===== src/pkg/psu_cmd_pkg.sv =====
package psu_cmd_pkg;
  // link characters
  localparam logic [7:0] CH_TERM = 8'h0d;
  localparam logic [7:0] CH_ZERO = 8'h30;
  localparam logic [7:0] CH_ONE = 8'h31;
  localparam logic [7:0] CH_STATUS = 8'h73;
  localparam logic [7:0] CH_ENABLE = 8'h65;
  localparam logic [7:0] CH_RANGE_CAP = 8'h72;
  localparam logic [7:0] CH_WIDE = 8'h70;
  localparam logic [7:0] CH_VOLT = 8'h4f;
  // buffer sizes and reply lengths
  localparam int RX_DEPTH = 4;
  localparam int TX_DEPTH = 9;
  localparam logic [3:0] LEN_BOOL = 4'h4;
  localparam logic [3:0] LEN_STATUS = 4'h9;
  localparam logic [3:0] LEN_VOLT = 4'h8;
  localparam int STATUS_DIGITS = 6;
  localparam int VOLT_DIGITS = 5;
  localparam int VOLT_W = 20;
  // status word layout
  localparam int ST_W = 24;
  localparam int SB_LIM_CTRL = 0;
  localparam int SB_RED = 1;
  localparam int SB_EN_CTRL0 = 4;
  localparam int SB_WIDE_CTRL0 = 6;
  localparam int SB_OUT_GUARD_DIS = 8;
  localparam int SB_COAX_GUARD_DIS = 9;
  localparam int SB_GROUP_CTRL = 10;
  localparam int SB_ALWAYS_ONE = 11;
  localparam int SB_LIM_STATE = 12;
  localparam int SB_WIDE_STATE0 = 13;
  localparam int SB_RESET_LINE = 15;
  localparam int SB_OUT_GUARD_EVAL = 16;
  localparam int SB_COAX_GUARD_EVAL = 17;
  localparam int SB_GUARD_COMB = 18;
  localparam int SB_GROUP_STATE = 19;
  localparam int SB_EN_STATE0 = 20;
  localparam int SB_OUT_GUARD_RAW = 22;
  localparam int SB_COAX_GUARD_RAW = 23;
  // synchronised pin vector layout
  localparam int PIN_W = 11;
  localparam int PN_PURGE = 0;
  localparam int PN_LIM_CTRL = 1;
  localparam int PN_RGB0 = 2;
  localparam int PN_LIM_STATE = 5;
  localparam int PN_RESET = 6;
  localparam int PN_OUT_RAW = 7;
  localparam int PN_COAX_RAW = 8;
  localparam int PN_CAP0 = 9;
  // reset values
  localparam logic [1:0] RST_ENABLE = 2'h0;
  localparam logic [1:0] RST_WIDE = 2'h0;
endpackage : psu_cmd_pkg


===== src/rtl/dual_psu_command_status_unit.sv =====
`timescale 1ns/1ps
module dual_psu_command_status_unit (
  // clock and reset
  input wire logic clock,
  input wire logic resetn,
  // received characters
  input wire logic [7:0] rx_data,
  input wire logic rx_valid,
  output logic rx_ready,
  // transmitted characters
  output logic [7:0] tx_data,
  output logic tx_valid,
  input wire logic tx_ready,
  // link purge pin and speed fallback
  input wire logic purge_req,
  output logic baud_default,
  // pins from the supply hardware
  input wire logic inrush_limiter_control,
  input wire logic [2:0] indicator_on,
  input wire logic inrush_limiter_state,
  input wire logic module_reset_low,
  input wire logic output_loop_guard_raw,
  input wire logic coax_loop_guard_raw,
  input wire logic [1:0] range_capable,
  // from the device controller
  input wire logic device_enabled,
  input wire logic error_present,
  input wire logic output_loop_enable,
  input wire logic coax_loop_enable,
  // setpoint write from the set-voltage path
  input wire logic setpoint_wr,
  input wire logic setpoint_sel,
  input wire logic [psu_cmd_pkg::VOLT_W-1:0] setpoint_data,
  // module drive and status view
  output logic positive_module_flag,
  output logic negative_module_flag,
  output logic [psu_cmd_pkg::ST_W-1:0] module_status_word
);
  typedef enum logic [1:0] {S_IDLE, S_FETCH, S_LOAD, S_SEND} state_t;

  // all state of the block outside the setpoint store in one record
  typedef struct packed {
    // two-stage pin synchroniser, then the last purge level
    logic [psu_cmd_pkg::PIN_W-1:0] sync1;
    logic [psu_cmd_pkg::PIN_W-1:0] sync2;
    logic purge_last;
    state_t state;
    // command collection
    logic [psu_cmd_pkg::RX_DEPTH-1:0][7:0] rbuf;
    logic [2:0] rcnt;
    logic overflow;
    // reply buffer, its length and the character on offer
    logic [psu_cmd_pkg::TX_DEPTH-1:0][7:0] tbuf;
    logic [3:0] tlen;
    logic [3:0] tidx;
    // registered link outputs
    logic [7:0] tx_data;
    logic tx_valid;
    logic rx_ready;
    // flags written by set commands
    logic [1:0] enable;
    logic [1:0] wide;
    // module drive, speed fallback pulse, voltage select, status view
    logic [1:0] mod_drive;
    logic baud_default;
    logic vsel;
    logic [psu_cmd_pkg::ST_W-1:0] status;
  } regs_t;

  regs_t cur_r;
  regs_t cur_nxt;
  logic [psu_cmd_pkg::VOLT_W-1:0] volt_rd;
  logic [psu_cmd_pkg::PIN_W-1:0] pins;

  ////////////////////////////////////////////////////////////////////////////
  // helpers

  // upper-case hex character of a nibble
  function automatic logic [7:0] hex_char(input logic [3:0] nib);
    if (nib < 4'ha) begin
      hex_char = 8'h30 + {4'h0, nib};
    end else begin
      hex_char = 8'h37 + {4'h0, nib};
    end
  endfunction : hex_char

  // boolean character of a flag
  function automatic logic [7:0] bool_char(input logic b);
    bool_char = b ? psu_cmd_pkg::CH_ONE : psu_cmd_pkg::CH_ZERO;
  endfunction : bool_char

  // character is '0' or '1'
  function automatic logic is_bool(input logic [7:0] c);
    is_bool = (c == psu_cmd_pkg::CH_ZERO) || (c == psu_cmd_pkg::CH_ONE);
  endfunction : is_bool

  ////////////////////////////////////////////////////////////////////////////
  // setpoint store

  setpoint_store u_store (
    .clock(clock),
    .resetn(resetn),
    .wr_en(setpoint_wr),
    .wr_sel(setpoint_sel),
    .wr_data(setpoint_data),
    .rd_sel(cur_r.vsel),
    .rd_data(volt_rd)
  );

  // pins gathered for synchronising
  assign pins = {range_capable, coax_loop_guard_raw, output_loop_guard_raw, module_reset_low,
                 inrush_limiter_state, indicator_on, inrush_limiter_control, purge_req};

  ////////////////////////////////////////////////////////////////////////////
  // next-state logic

  always_comb begin
    // scratch values, each given a value before use
    logic [psu_cmd_pkg::ST_W-1:0] sw;
    logic out_eval;
    logic coax_eval;
    logic group_ctrl;
    logic group_on;
    logic [7:0] cmd;
    logic [7:0] arg1;
    logic [7:0] arg2;
    logic digit_ok;
    logic [1:0] cap;
    logic [23:0] vwide;
    sw = '0;
    out_eval = 1'b0;
    coax_eval = 1'b0;
    group_ctrl = 1'b0;
    group_on = 1'b0;
    cmd = cur_r.rbuf[0];
    arg1 = cur_r.rbuf[1];
    arg2 = cur_r.rbuf[2];
    digit_ok = is_bool(arg1);
    cap = cur_r.sync2[psu_cmd_pkg::PN_CAP0 +: 2];
    vwide = {4'h0, volt_rd};
    // everything holds unless a branch below says otherwise
    cur_nxt = cur_r;
    cur_nxt.sync1 = pins;
    cur_nxt.sync2 = cur_r.sync1;
    cur_nxt.purge_last = cur_r.sync2[psu_cmd_pkg::PN_PURGE];
    cur_nxt.baud_default = 1'b0;

    // loop guards: an enabled guard passes only when its loop is closed
    // a disabled guard always reads as passing
    out_eval = !output_loop_enable || cur_r.sync2[psu_cmd_pkg::PN_OUT_RAW];
    coax_eval = !coax_loop_enable || cur_r.sync2[psu_cmd_pkg::PN_COAX_RAW];
    group_ctrl = device_enabled && !error_present;
    group_on = group_ctrl && out_eval && coax_eval;

    // status word assembled from live state only
    // a status reply reads this copy, so it shows the word of the terminator cycle
    sw[psu_cmd_pkg::SB_LIM_CTRL] = cur_r.sync2[psu_cmd_pkg::PN_LIM_CTRL];
    sw[psu_cmd_pkg::SB_RED +: 3] = cur_r.sync2[psu_cmd_pkg::PN_RGB0 +: 3];
    sw[psu_cmd_pkg::SB_EN_CTRL0 +: 2] = cur_r.enable;
    sw[psu_cmd_pkg::SB_WIDE_CTRL0 +: 2] = cur_r.wide;
    sw[psu_cmd_pkg::SB_OUT_GUARD_DIS] = !output_loop_enable;
    sw[psu_cmd_pkg::SB_COAX_GUARD_DIS] = !coax_loop_enable;
    sw[psu_cmd_pkg::SB_GROUP_CTRL] = group_ctrl;
    sw[psu_cmd_pkg::SB_ALWAYS_ONE] = 1'b1;
    sw[psu_cmd_pkg::SB_LIM_STATE] = cur_r.sync2[psu_cmd_pkg::PN_LIM_STATE];
    sw[psu_cmd_pkg::SB_WIDE_STATE0 +: 2] = cur_r.wide & cap;
    sw[psu_cmd_pkg::SB_RESET_LINE] = cur_r.sync2[psu_cmd_pkg::PN_RESET];
    sw[psu_cmd_pkg::SB_OUT_GUARD_EVAL] = out_eval;
    sw[psu_cmd_pkg::SB_COAX_GUARD_EVAL] = coax_eval;
    sw[psu_cmd_pkg::SB_GUARD_COMB] = out_eval && coax_eval;
    sw[psu_cmd_pkg::SB_GROUP_STATE] = group_on;
    sw[psu_cmd_pkg::SB_EN_STATE0 +: 2] = {2{group_on}} & cur_r.enable;
    sw[psu_cmd_pkg::SB_OUT_GUARD_RAW] = cur_r.sync2[psu_cmd_pkg::PN_OUT_RAW];
    sw[psu_cmd_pkg::SB_COAX_GUARD_RAW] = cur_r.sync2[psu_cmd_pkg::PN_COAX_RAW];
    cur_nxt.status = sw;
    cur_nxt.mod_drive = sw[psu_cmd_pkg::SB_EN_STATE0 +: 2];

    unique case (cur_r.state)
      // collect characters up to the terminator
      S_IDLE: begin
        if (rx_valid) begin
          if (rx_data != psu_cmd_pkg::CH_TERM) begin
            // a command longer than the buffer is dropped whole at its terminator
            if (cur_r.rcnt < 3'(psu_cmd_pkg::RX_DEPTH)) begin
              cur_nxt.rbuf[cur_r.rcnt[1:0]] = rx_data;
              cur_nxt.rcnt = cur_r.rcnt + 3'h1;
            end else begin
              cur_nxt.overflow = 1'b1;
            end
          end else begin
            cur_nxt.rcnt = '0;
            cur_nxt.overflow = 1'b0;
            cur_nxt.tidx = '0;
            // every reply opens with the command letter
            cur_nxt.tbuf[0] = cmd;
            if (!cur_r.overflow && cur_r.rcnt == 3'h1) begin
              // queries with two boolean characters
              if (cmd == psu_cmd_pkg::CH_ENABLE) begin
                cur_nxt.tbuf[1] = bool_char(cur_r.enable[0]);
                cur_nxt.tbuf[2] = bool_char(cur_r.enable[1]);
                cur_nxt.tlen = psu_cmd_pkg::LEN_BOOL;
              end else if (cmd == psu_cmd_pkg::CH_RANGE_CAP) begin
                cur_nxt.tbuf[1] = bool_char(cap[0]);
                cur_nxt.tbuf[2] = bool_char(cap[1]);
                cur_nxt.tlen = psu_cmd_pkg::LEN_BOOL;
              end else if (cmd == psu_cmd_pkg::CH_WIDE) begin
                cur_nxt.tbuf[1] = bool_char(cur_r.wide[0]);
                cur_nxt.tbuf[2] = bool_char(cur_r.wide[1]);
                cur_nxt.tlen = psu_cmd_pkg::LEN_BOOL;
              end
            end else if (!cur_r.overflow && cur_r.rcnt == 3'h2 && digit_ok) begin
              cur_nxt.tbuf[1] = arg1;
              if (cmd == psu_cmd_pkg::CH_STATUS) begin
                for (int i = 0; i < psu_cmd_pkg::STATUS_DIGITS; i++) begin
                  cur_nxt.tbuf[2 + i] = hex_char(sw[4 * (5 - i) +: 4]);
                end
                cur_nxt.tlen = psu_cmd_pkg::LEN_STATUS;
              end else if (cmd == psu_cmd_pkg::CH_VOLT) begin
                cur_nxt.vsel = arg1[0];
                cur_nxt.state = S_FETCH;
              end
            end else if (!cur_r.overflow && cur_r.rcnt == 3'h3 && is_bool(arg1) &&
                         is_bool(arg2)) begin
              // set commands are echoed character for character
              if (cmd == psu_cmd_pkg::CH_ENABLE) begin
                cur_nxt.enable = {arg2[0], arg1[0]};
                cur_nxt.tbuf[1] = arg1;
                cur_nxt.tbuf[2] = arg2;
                cur_nxt.tlen = psu_cmd_pkg::LEN_BOOL;
              end else if (cmd == psu_cmd_pkg::CH_WIDE) begin
                // a module that cannot switch keeps its old range flag
                cur_nxt.wide[0] = cap[0] ? arg1[0] : cur_r.wide[0];
                cur_nxt.wide[1] = cap[1] ? arg2[0] : cur_r.wide[1];
                cur_nxt.tbuf[1] = arg1;
                cur_nxt.tbuf[2] = arg2;
                cur_nxt.tlen = psu_cmd_pkg::LEN_BOOL;
              end
            end
            // a reply was built when its length was loaded; otherwise nothing is sent
            if (cur_nxt.tlen != '0 && cur_nxt.state == S_IDLE) begin
              cur_nxt.tbuf[cur_nxt.tlen - 4'h1] = psu_cmd_pkg::CH_TERM;
              cur_nxt.tx_data = cmd;
              cur_nxt.tx_valid = 1'b1;
              cur_nxt.state = S_SEND;
            end
          end
        end
      end
      // store read address settles
      // one edge for the new address, one for the read register
      S_FETCH: begin
        cur_nxt.state = S_LOAD;
      end
      // setpoint is in the read register
      // five digits of the twenty-bit setpoint, terminator last
      S_LOAD: begin
        for (int i = 0; i < psu_cmd_pkg::VOLT_DIGITS; i++) begin
          cur_nxt.tbuf[2 + i] = hex_char(vwide[4 * (4 - i) +: 4]);
        end
        cur_nxt.tbuf[7] = psu_cmd_pkg::CH_TERM;
        cur_nxt.tlen = psu_cmd_pkg::LEN_VOLT;
        cur_nxt.tx_data = cur_r.tbuf[0];
        cur_nxt.tx_valid = 1'b1;
        cur_nxt.state = S_SEND;
      end
      // hand out characters one per accepted transfer
      S_SEND: begin
        if (tx_ready) begin
          // the terminator is the last character handed over
          if (cur_r.tidx + 4'h1 < cur_r.tlen) begin
            cur_nxt.tidx = cur_r.tidx + 4'h1;
            cur_nxt.tx_data = cur_r.tbuf[cur_r.tidx + 4'h1];
          end else begin
            cur_nxt.tx_valid = 1'b0;
            cur_nxt.tlen = '0;
            cur_nxt.state = S_IDLE;
          end
        end
      end
    endcase

    // purge: drop partial command and reply, fall back to default speed
    // purge wins over the state and reply decoded in the same cycle; enable and range writes still land
    if (cur_r.sync2[psu_cmd_pkg::PN_PURGE]) begin
      cur_nxt.rcnt = '0;
      cur_nxt.overflow = 1'b0;
      cur_nxt.tlen = '0;
      cur_nxt.tx_valid = 1'b0;
      cur_nxt.state = S_IDLE;
      cur_nxt.baud_default = !cur_r.purge_last;
    end
    // ready only while collecting, so nothing arrives during a reply
    cur_nxt.rx_ready = (cur_nxt.state == S_IDLE);
  end

  ////////////////////////////////////////////////////////////////////////////
  // state register

  // reset branch loads constants only
  always_ff @(posedge clock or negedge resetn) begin
    if (!resetn) begin
      cur_r <= '0;
      cur_r.state <= S_IDLE;
      cur_r.enable <= psu_cmd_pkg::RST_ENABLE;
      cur_r.wide <= psu_cmd_pkg::RST_WIDE;
    end else begin
      cur_r <= cur_nxt;
    end
  end

  // outputs straight from the state register
  assign rx_ready = cur_r.rx_ready;
  assign tx_data = cur_r.tx_data;
  assign tx_valid = cur_r.tx_valid;
  assign baud_default = cur_r.baud_default;
  assign positive_module_flag = cur_r.mod_drive[0];
  assign negative_module_flag = cur_r.mod_drive[1];
  assign module_status_word = cur_r.status;
endmodule : dual_psu_command_status_unit


===== src/rtl/setpoint_store.sv =====
`timescale 1ns/1ps
// two-word setpoint memory, registered read
module setpoint_store (
  // clock and reset
  input wire logic clock,
  input wire logic resetn,
  // write side
  input wire logic wr_en,
  input wire logic wr_sel,
  input wire logic [psu_cmd_pkg::VOLT_W-1:0] wr_data,
  // read side
  input wire logic rd_sel,
  output logic [psu_cmd_pkg::VOLT_W-1:0] rd_data
);
  logic [1:0][psu_cmd_pkg::VOLT_W-1:0] mem_r;

  // storage and read register
  always_ff @(posedge clock or negedge resetn) begin
    if (!resetn) begin
      mem_r <= '0;
      rd_data <= '0;
    end else begin
      if (wr_en) begin
        mem_r[wr_sel] <= wr_data;
      end
      rd_data <= mem_r[rd_sel];
    end
  end
endmodule : setpoint_store


===== config.mk =====
export PLATFORM = sky130hd
export DESIGN_NAME = dual_psu_command_status_unit
export DESIGN_NICKNAME = d
export VERILOG_FILES = /design/src/pkg/psu_cmd_pkg.sv /design/src/rtl/dual_psu_command_status_unit.sv /design/src/rtl/setpoint_store.sv
export SDC_FILE = /design/constraint.sdc
export NUM_CORES = 1
export LEC_CHECK = 0
export BUFFER_PORTS_ARGS = -buffer_cell sky130_fd_sc_hd__buf_2
export CAP_MARGIN = 20
export CORE_UTILIZATION = 60
export CTS_CLUSTER_DIAMETER = 60
export DETAILED_ROUTE_END_ITERATION = 16
export MAX_ROUTING_LAYER = met4
export PLACE_DENSITY = 0.8
export SLEW_MARGIN = 20
export SYNTH_ARGS = -nofsm -noshare
export SYNTH_HDL_FRONTEND = slang
export SYNTH_SLANG_ARGS = --single-unit
export TNS_END_PERCENT = 10

===== constraint.sdc =====
create_clock -name clock -period 5.5 [get_ports clock]
set_input_delay 0.55 -clock clock [delete_from_list [all_inputs] [get_ports clock]]
set_output_delay 0.55 -clock clock [all_outputs]
set_load 0.02 [all_outputs]

==> qor.yml, run 1 <==
worst_setup_path:
  crit_fanout: 12
  start_kind: "flip-flop"
  critical-path-top-delay-family: "simple AND/OR/NAND/NOR gates"
  path_cells: "inv_1, ha_1, nor3b_2, nor4_1, a21o_1, a211o_1, or4_4, nor3_1, o21ai_0"
  crit_type: "reg2reg"
  cp.arrival_ps: 4110
  crit_buf_inv: 1
  crit_slowest_cell: "nor3b_2"
  worstSetupEndpointType: "flip-flop"
  slowest_delay_ps: 740
  cp_data_required_time_ps: 5870
floorplanning:
  core_area_um2: 18770
  rows: 50
  die_area_um2: 19830
  io_pins: 86
  start_util: 0.6161
  die_y_um: 140.8
  die_w_um: 140.8
placed_design:
  portBuffers: 85
  place_area_um2: 11960
  dp_slack_ps: 1878
  gp_congestion: 0.9927
  place_hpwl_mm: 20.55
  placedCellCount: 1351
timing:
  slew_viol_final: 0
  setup_viol: 0
  fin_tns_setup_ps: 0
  layout_setup_ws_ps: 1758
  hold_slack_ps: 137.0
  relSlewSlack: 0.3532
  hold_viol_final: 0
  clock_skew_ps: 11.55
  worst_pin_slew_ps: 966.6
  fmax_mhz: 267.2
  fin_crit_sh: 0.6804
  fin_crit_ps: 3742
  grt_setup_unrepaired: "false"
drt:
  dr.first_iter.drc_count: 1007
  wl_per_cell_um: 21.24
  first_pass_iters: 5
  drc: 0
  ant_nets: 0
  avgViaCountPerCell: 6.403
  routed_wl_mm: 29.70
  dr_total_vias: 8952
global_routing:
  grt_pass1_vias: 8826
  grt_remaining_overflow: 0
  grt.total_usage: 0.3159
  grt_max_degree: 134
  antenna_found_initial: 0
  grt_pass1_wl_mm: 47.09
cells_and_area:
  antenna_cells: 0
  fin_area_um2: 12940
  area_growth_pct: 11.96
  fin_nets: 1213
  stdcell_count: 1398
  drive_gt1_frac: 0.2216
  utilization: 0.6897
job:
  cap_violations: 0
status:
  status: "finished, final reports clean"
power_and_ir_drop:
  ir_worst_vdd_mv: 0.3180
  p_leak_nw: 5.683
  power-per-cell-area_nw_per_um2: 363.5
  power_mw: 4.706
synthesis:
  syn_inst: 1099
  ys_seq_area_frac: 0.5043
  netlist_area_um2: 11560
  async_flop_share: 1.000
  synthDistinctLibCells: 79
  avgSynthCellArea_um2: 10.52
  mappedNetlistNets: 1166
  yosysWarnings: 0
  synth_seq_cells: 233
  synth-edff-count: 0
  ys.flop_type: "dfrtp_1"
clocking:
  insertion_delay_ps: 520
  cts.htree.levels: 1
  numClockSinks: 233
  clockRootBuffer: "clkbuf_16"
  clk_pin_slew_ps: 60
  clk_path_buf_depth: 3
  numCtsBuffers: 25
  cts_tree: "done"
  ctsResizeCount: 0
min_path:
  hold_class: "in2reg"
synthesized netlist by cell type, types with 11 or more instances:
master,n,area [µm²]
o21ai_0,73,365.4
a21oi_1,92,460.4
nand3_1,35,175.2
mux4_2,16,360.4
ha_1,18,225.2
nor3_1,23,115.1
nor2_1,57,214.0
inv_1,53,198.9
dfrtp_1,233,5831
mux2_2,86,968.4
a211oi_1,17,127.6
and2_1,11,68.82
a31oi_1,14,87.58
clkbuf_1,43,161.4
mux2i_1,21,210.2
buf_4,32,240.2
nand2_1,105,394.1
layer usage:
| metal | vias up | global-route usage | wire [µm] |
|---|---|---|---|
| met4 | 0 | 0.1373 | 1249 |
| met2 | 480 | 0.4815 | 13750 |
| met1 | 4366 | 0.4263 | 12140 |
| li1 | 4020 | - | - |
| met5 | - | - | 0 |
| met3 | 86 | 0.04620 | 2557 |
repair_timing:
action                                 CTS  global route
hold buffers                             0             1
setup buffers                            0             0
endpoints found under the hold margin    0            42
where the power goes:
part           switching [mW]  total (mW)  internal [mW]  leakage [nW]
registers               0.238        2.18           1.94          2.87
clock network           0.677        1.90           1.23         0.457
logic                   0.308       0.624          0.317          2.36
logic make-up after synthesis:
kind of cell	synth area share
buffers and inverters	0.05346
and+or+nand+nor	0.1329
other	0.0003243
AOI/OAI and AO/OA	0.1466
DFF	0.5043
xor gates and xnor gates	0.009847
adders and majority gates	0.01948
muxes	0.1331
area by class of cell:
| cell class | instances | area, µm² |
|---|---|---|
| well taps | 234 | 292.8 |
| fillers | 1408 | 5823 |
| inverters | 54 | 202.7 |
| repair buffers | 98 | 555.5 |
| clock buffers | 32 | 701.9 |
| clock inverters | 13 | 247.7 |
| flip-flops and latches | 233 | 5831 |
| multi-input cells | 734 | 5114 |
sequential cells by signal, indices dropped and copies added (netlist names):
name / count
cur_r: 114
u_store.mem_r: 40
cur_nxt: 24
module_status_word: 24
u_store.rd_data: 20
tx_data: 8
baud_default: 1
rx_ready: 1
tx_valid: 1
cell usage in the layout (no fill, tap or decap), types with 11 or more instances in the layout:
cell and instances:
o21ai_0 73, dfrtp_1 233, ha_1 18, nor3_1 23, buf_2 84, a21oi_1 92
nand2_1 105, clkbuf_16 25, nand3_1 35, mux2i_1 21, a211oi_1 17, buf_4 11
mux2_2 86, nor2_1 57, inv_1 53, a31oi_1 14, and2_1 11, mux4_2 16
worst reg2reg max path, cell delays in order, from the launching register on:
cell and delay (ps):
dfrtp_1 410, inv_1 90, ha_1 380, nor3b_2 740
nor4_1 230, a21o_1 250, a211o_1 300, or4_4 470
nor3_1 550, o21ai_0 200
worst paths after layout:
path,from,to,slack (ps),depth (start not counted)
worst max-delay path,cur_r[124],cur_r[103],1760,9
worst min-delay path,indicator_on[2],cur_nxt[165],140,1
worst max register to register,cur_r[124],cur_r[103],1760,9
worst min register to register,cur_nxt[164],cur_nxt[2],340,0
max in group asynchronous,resetn,u_store.mem_r[24],3610,4
min in group asynchronous,resetn,module_status_word[11],520,2
Power figures use the tool's default switching activity.
==> run 2: changes to the inputs <==
- CORE_UTILIZATION: 60 -> 55
- PLACE_DENSITY: 0.8 -> 0.77
- clock period: 5.5 -> 3.1 ns (I/O delays scaled with it)
==> run 2 against run 1 <==
Against the previous run: via count increased by 2.5%; sequential power is 74% higher; count of clock-buffer cells in the layout is the same.
==> qor.yml, run 2 (synthesized netlist as in run 1, its figures left out) <==
drt:
  routed_wl_mm: 29.80
  avgViaCountPerCell: 6.112
  ant_nets: 0
  dr_total_vias: 9180
  first_pass_iters: 6
  dr.first_iter.drc_count: 866
  wl_per_cell_um: 19.84
  drc: 0
clocking:
  clk_path_buf_depth: 3
  numCtsBuffers: 26
  clockRootBuffer: "clkbuf_16"
  clk_pin_slew_ps: 60
  insertion_delay_ps: 540
  cts_tree: "done"
  cts.htree.levels: 1
  numClockSinks: 233
  cts_setup_buffers: 0
timing:
  hold_viol_final: 0
  fin_tns_setup_ps: 0
  fin_crit_sh: 0.9600
  hold_slack_ps: 17.22
  fin_crit_ps: 2976
  slew_viol_final: 0
  clock_skew_ps: 13.34
  relSlewSlack: 0.3711
  worst_pin_slew_ps: 943.4
  setup_viol: 0
  grt_setup_unrepaired: "false"
  fmax_mhz: 336.0
placed_design:
  place_hpwl_mm: 21.29
  gp_congestion: 0.9790
  portBuffers: 85
floorplanning:
  core_area_um2: 20430
  start_util: 0.5660
  die_y_um: 147.0
  rows: 52
  die_w_um: 147.0
  die_area_um2: 21610
  io_pins: 86
worst_setup_path:
  start_kind: "flip-flop"
  crit_path_end: "cur_r[98]"
  crit_type: "reg2reg"
  worstSetupEndpointType: "flip-flop"
  r2r_slack_ps: 120
  reg2reg_depth: 10
  cp.arrival_ps: 3420
  crit_fanout: 5
  cp_data_required_time_ps: 3540
  critical_path.startpoint: "cur_r[124]"
  reg2reg_to: "cur_r[98]"
  r2r_start: "cur_r[124]"
cells_and_area:
  utilization: 0.6607
  largest_reg_flops: 114
  layout_commonest_cell: "dfrtp_1"
  area_growth_pct: 16.74
  drive_gt1_frac: 0.2541
  fin_nets: 1279
  layout_common_cells: "dfrtp_1, nand2_1, a21oi_1"
  reg.largest.list: "cur_r x114, u_store.mem_r x40"
  regMostFlops: "cur_r"
  antenna_cells: 0
power_and_ir_drop:
  power_mw: 8.162
  p_leak_nw: 6.009
  power-per-cell-area_nw_per_um2: 604.7
  ir_worst_vdd_mv: 0.5554
global_routing:
  grt.total_usage: 0.2928
  grt_max_degree: 106
  grt_remaining_overflow: 0
  grt_pass1_wl_mm: 48.25
  grt_pass1_vias: 9042
  antenna_found_initial: 0
job:
  cap_violations: 0
status:
  status: "finished, final reports clean"
min_path:
  min_from: "setpoint_data[3]"
  hold_class: "in2reg"
==> run 2: what timing repair did <==
item	4_1_cts	5_1_grt
gates resized for setup	0	4
setup endpoints to repair	0	29
endpoints found under the hold margin	113	0
hold buffers	13	0
==> run 2: final cells by class <==
type	instances	area, µm²
sequential	233	5831
multi-input combinational	734	5130
clock buffer	32	703.2
tap	270	337.8
inverter	54	202.7
fill	1585	6932
clock inverter	16	190.2
timing repair buffer	163	1104
==> run 2: worst min path at each step <==
stage | end | slack (ps) | cells past startpoint
6_report | u_store.mem_r[23] | 20 | 2
5_1_grt | u_store.mem_r[28] | 9 | 2
4_1_cts | u_store.mem_r[28] | 2 | 2
3_5_place_dp | cur_nxt[1] | 330 | 0
3_3_place_gp | cur_nxt[160] | 330 | 0
2_1_floorplan | baud_default | 10 | 0
==> run 2: worst max-delay path, cell delays in order (launching register included) <==
cell and delay (ps):
dfrtp_1 370, buf_4 140, inv_1 70, ha_1 170
nor3b_4 310, nor4_1 150, a21o_1 230, a211o_1 300
or4_4 480, or3_1 400, a311oi_2 260
==> run 2: metal layers <==
layer / vias up / wire, µm / track usage
met4: 0 / 1090 / 0.1108
li1: 4159 / - / -
met5: - / 0 / -
met3: 91 / 2577 / 0.05932
met2: 475 / 13960 / 0.4476
met1: 4455 / 12160 / 0.3877
==> run 2: power by group <==
group          internal (mW)  switching [mW]  leakage (nW)
combinational          0.611           0.599          2.70
sequential              3.44           0.356          2.87
clock                   1.89            1.27         0.441
==> run 2: per-stage QoR <==
stage | setup slack (ps) | std cells | instance area, µm²
3_3_place_gp | 109.6 | 1441 | 12460
5_1_grt | 2.946 | 1502 | 13500
4_1_cts | 49.84 | 1502 | 13480
3_5_place_dp | 52.95 | 1441 | 12460
6_report | 124.0 | 1502 | 13500
2_1_floorplan | 157.9 | 1099 | 11560
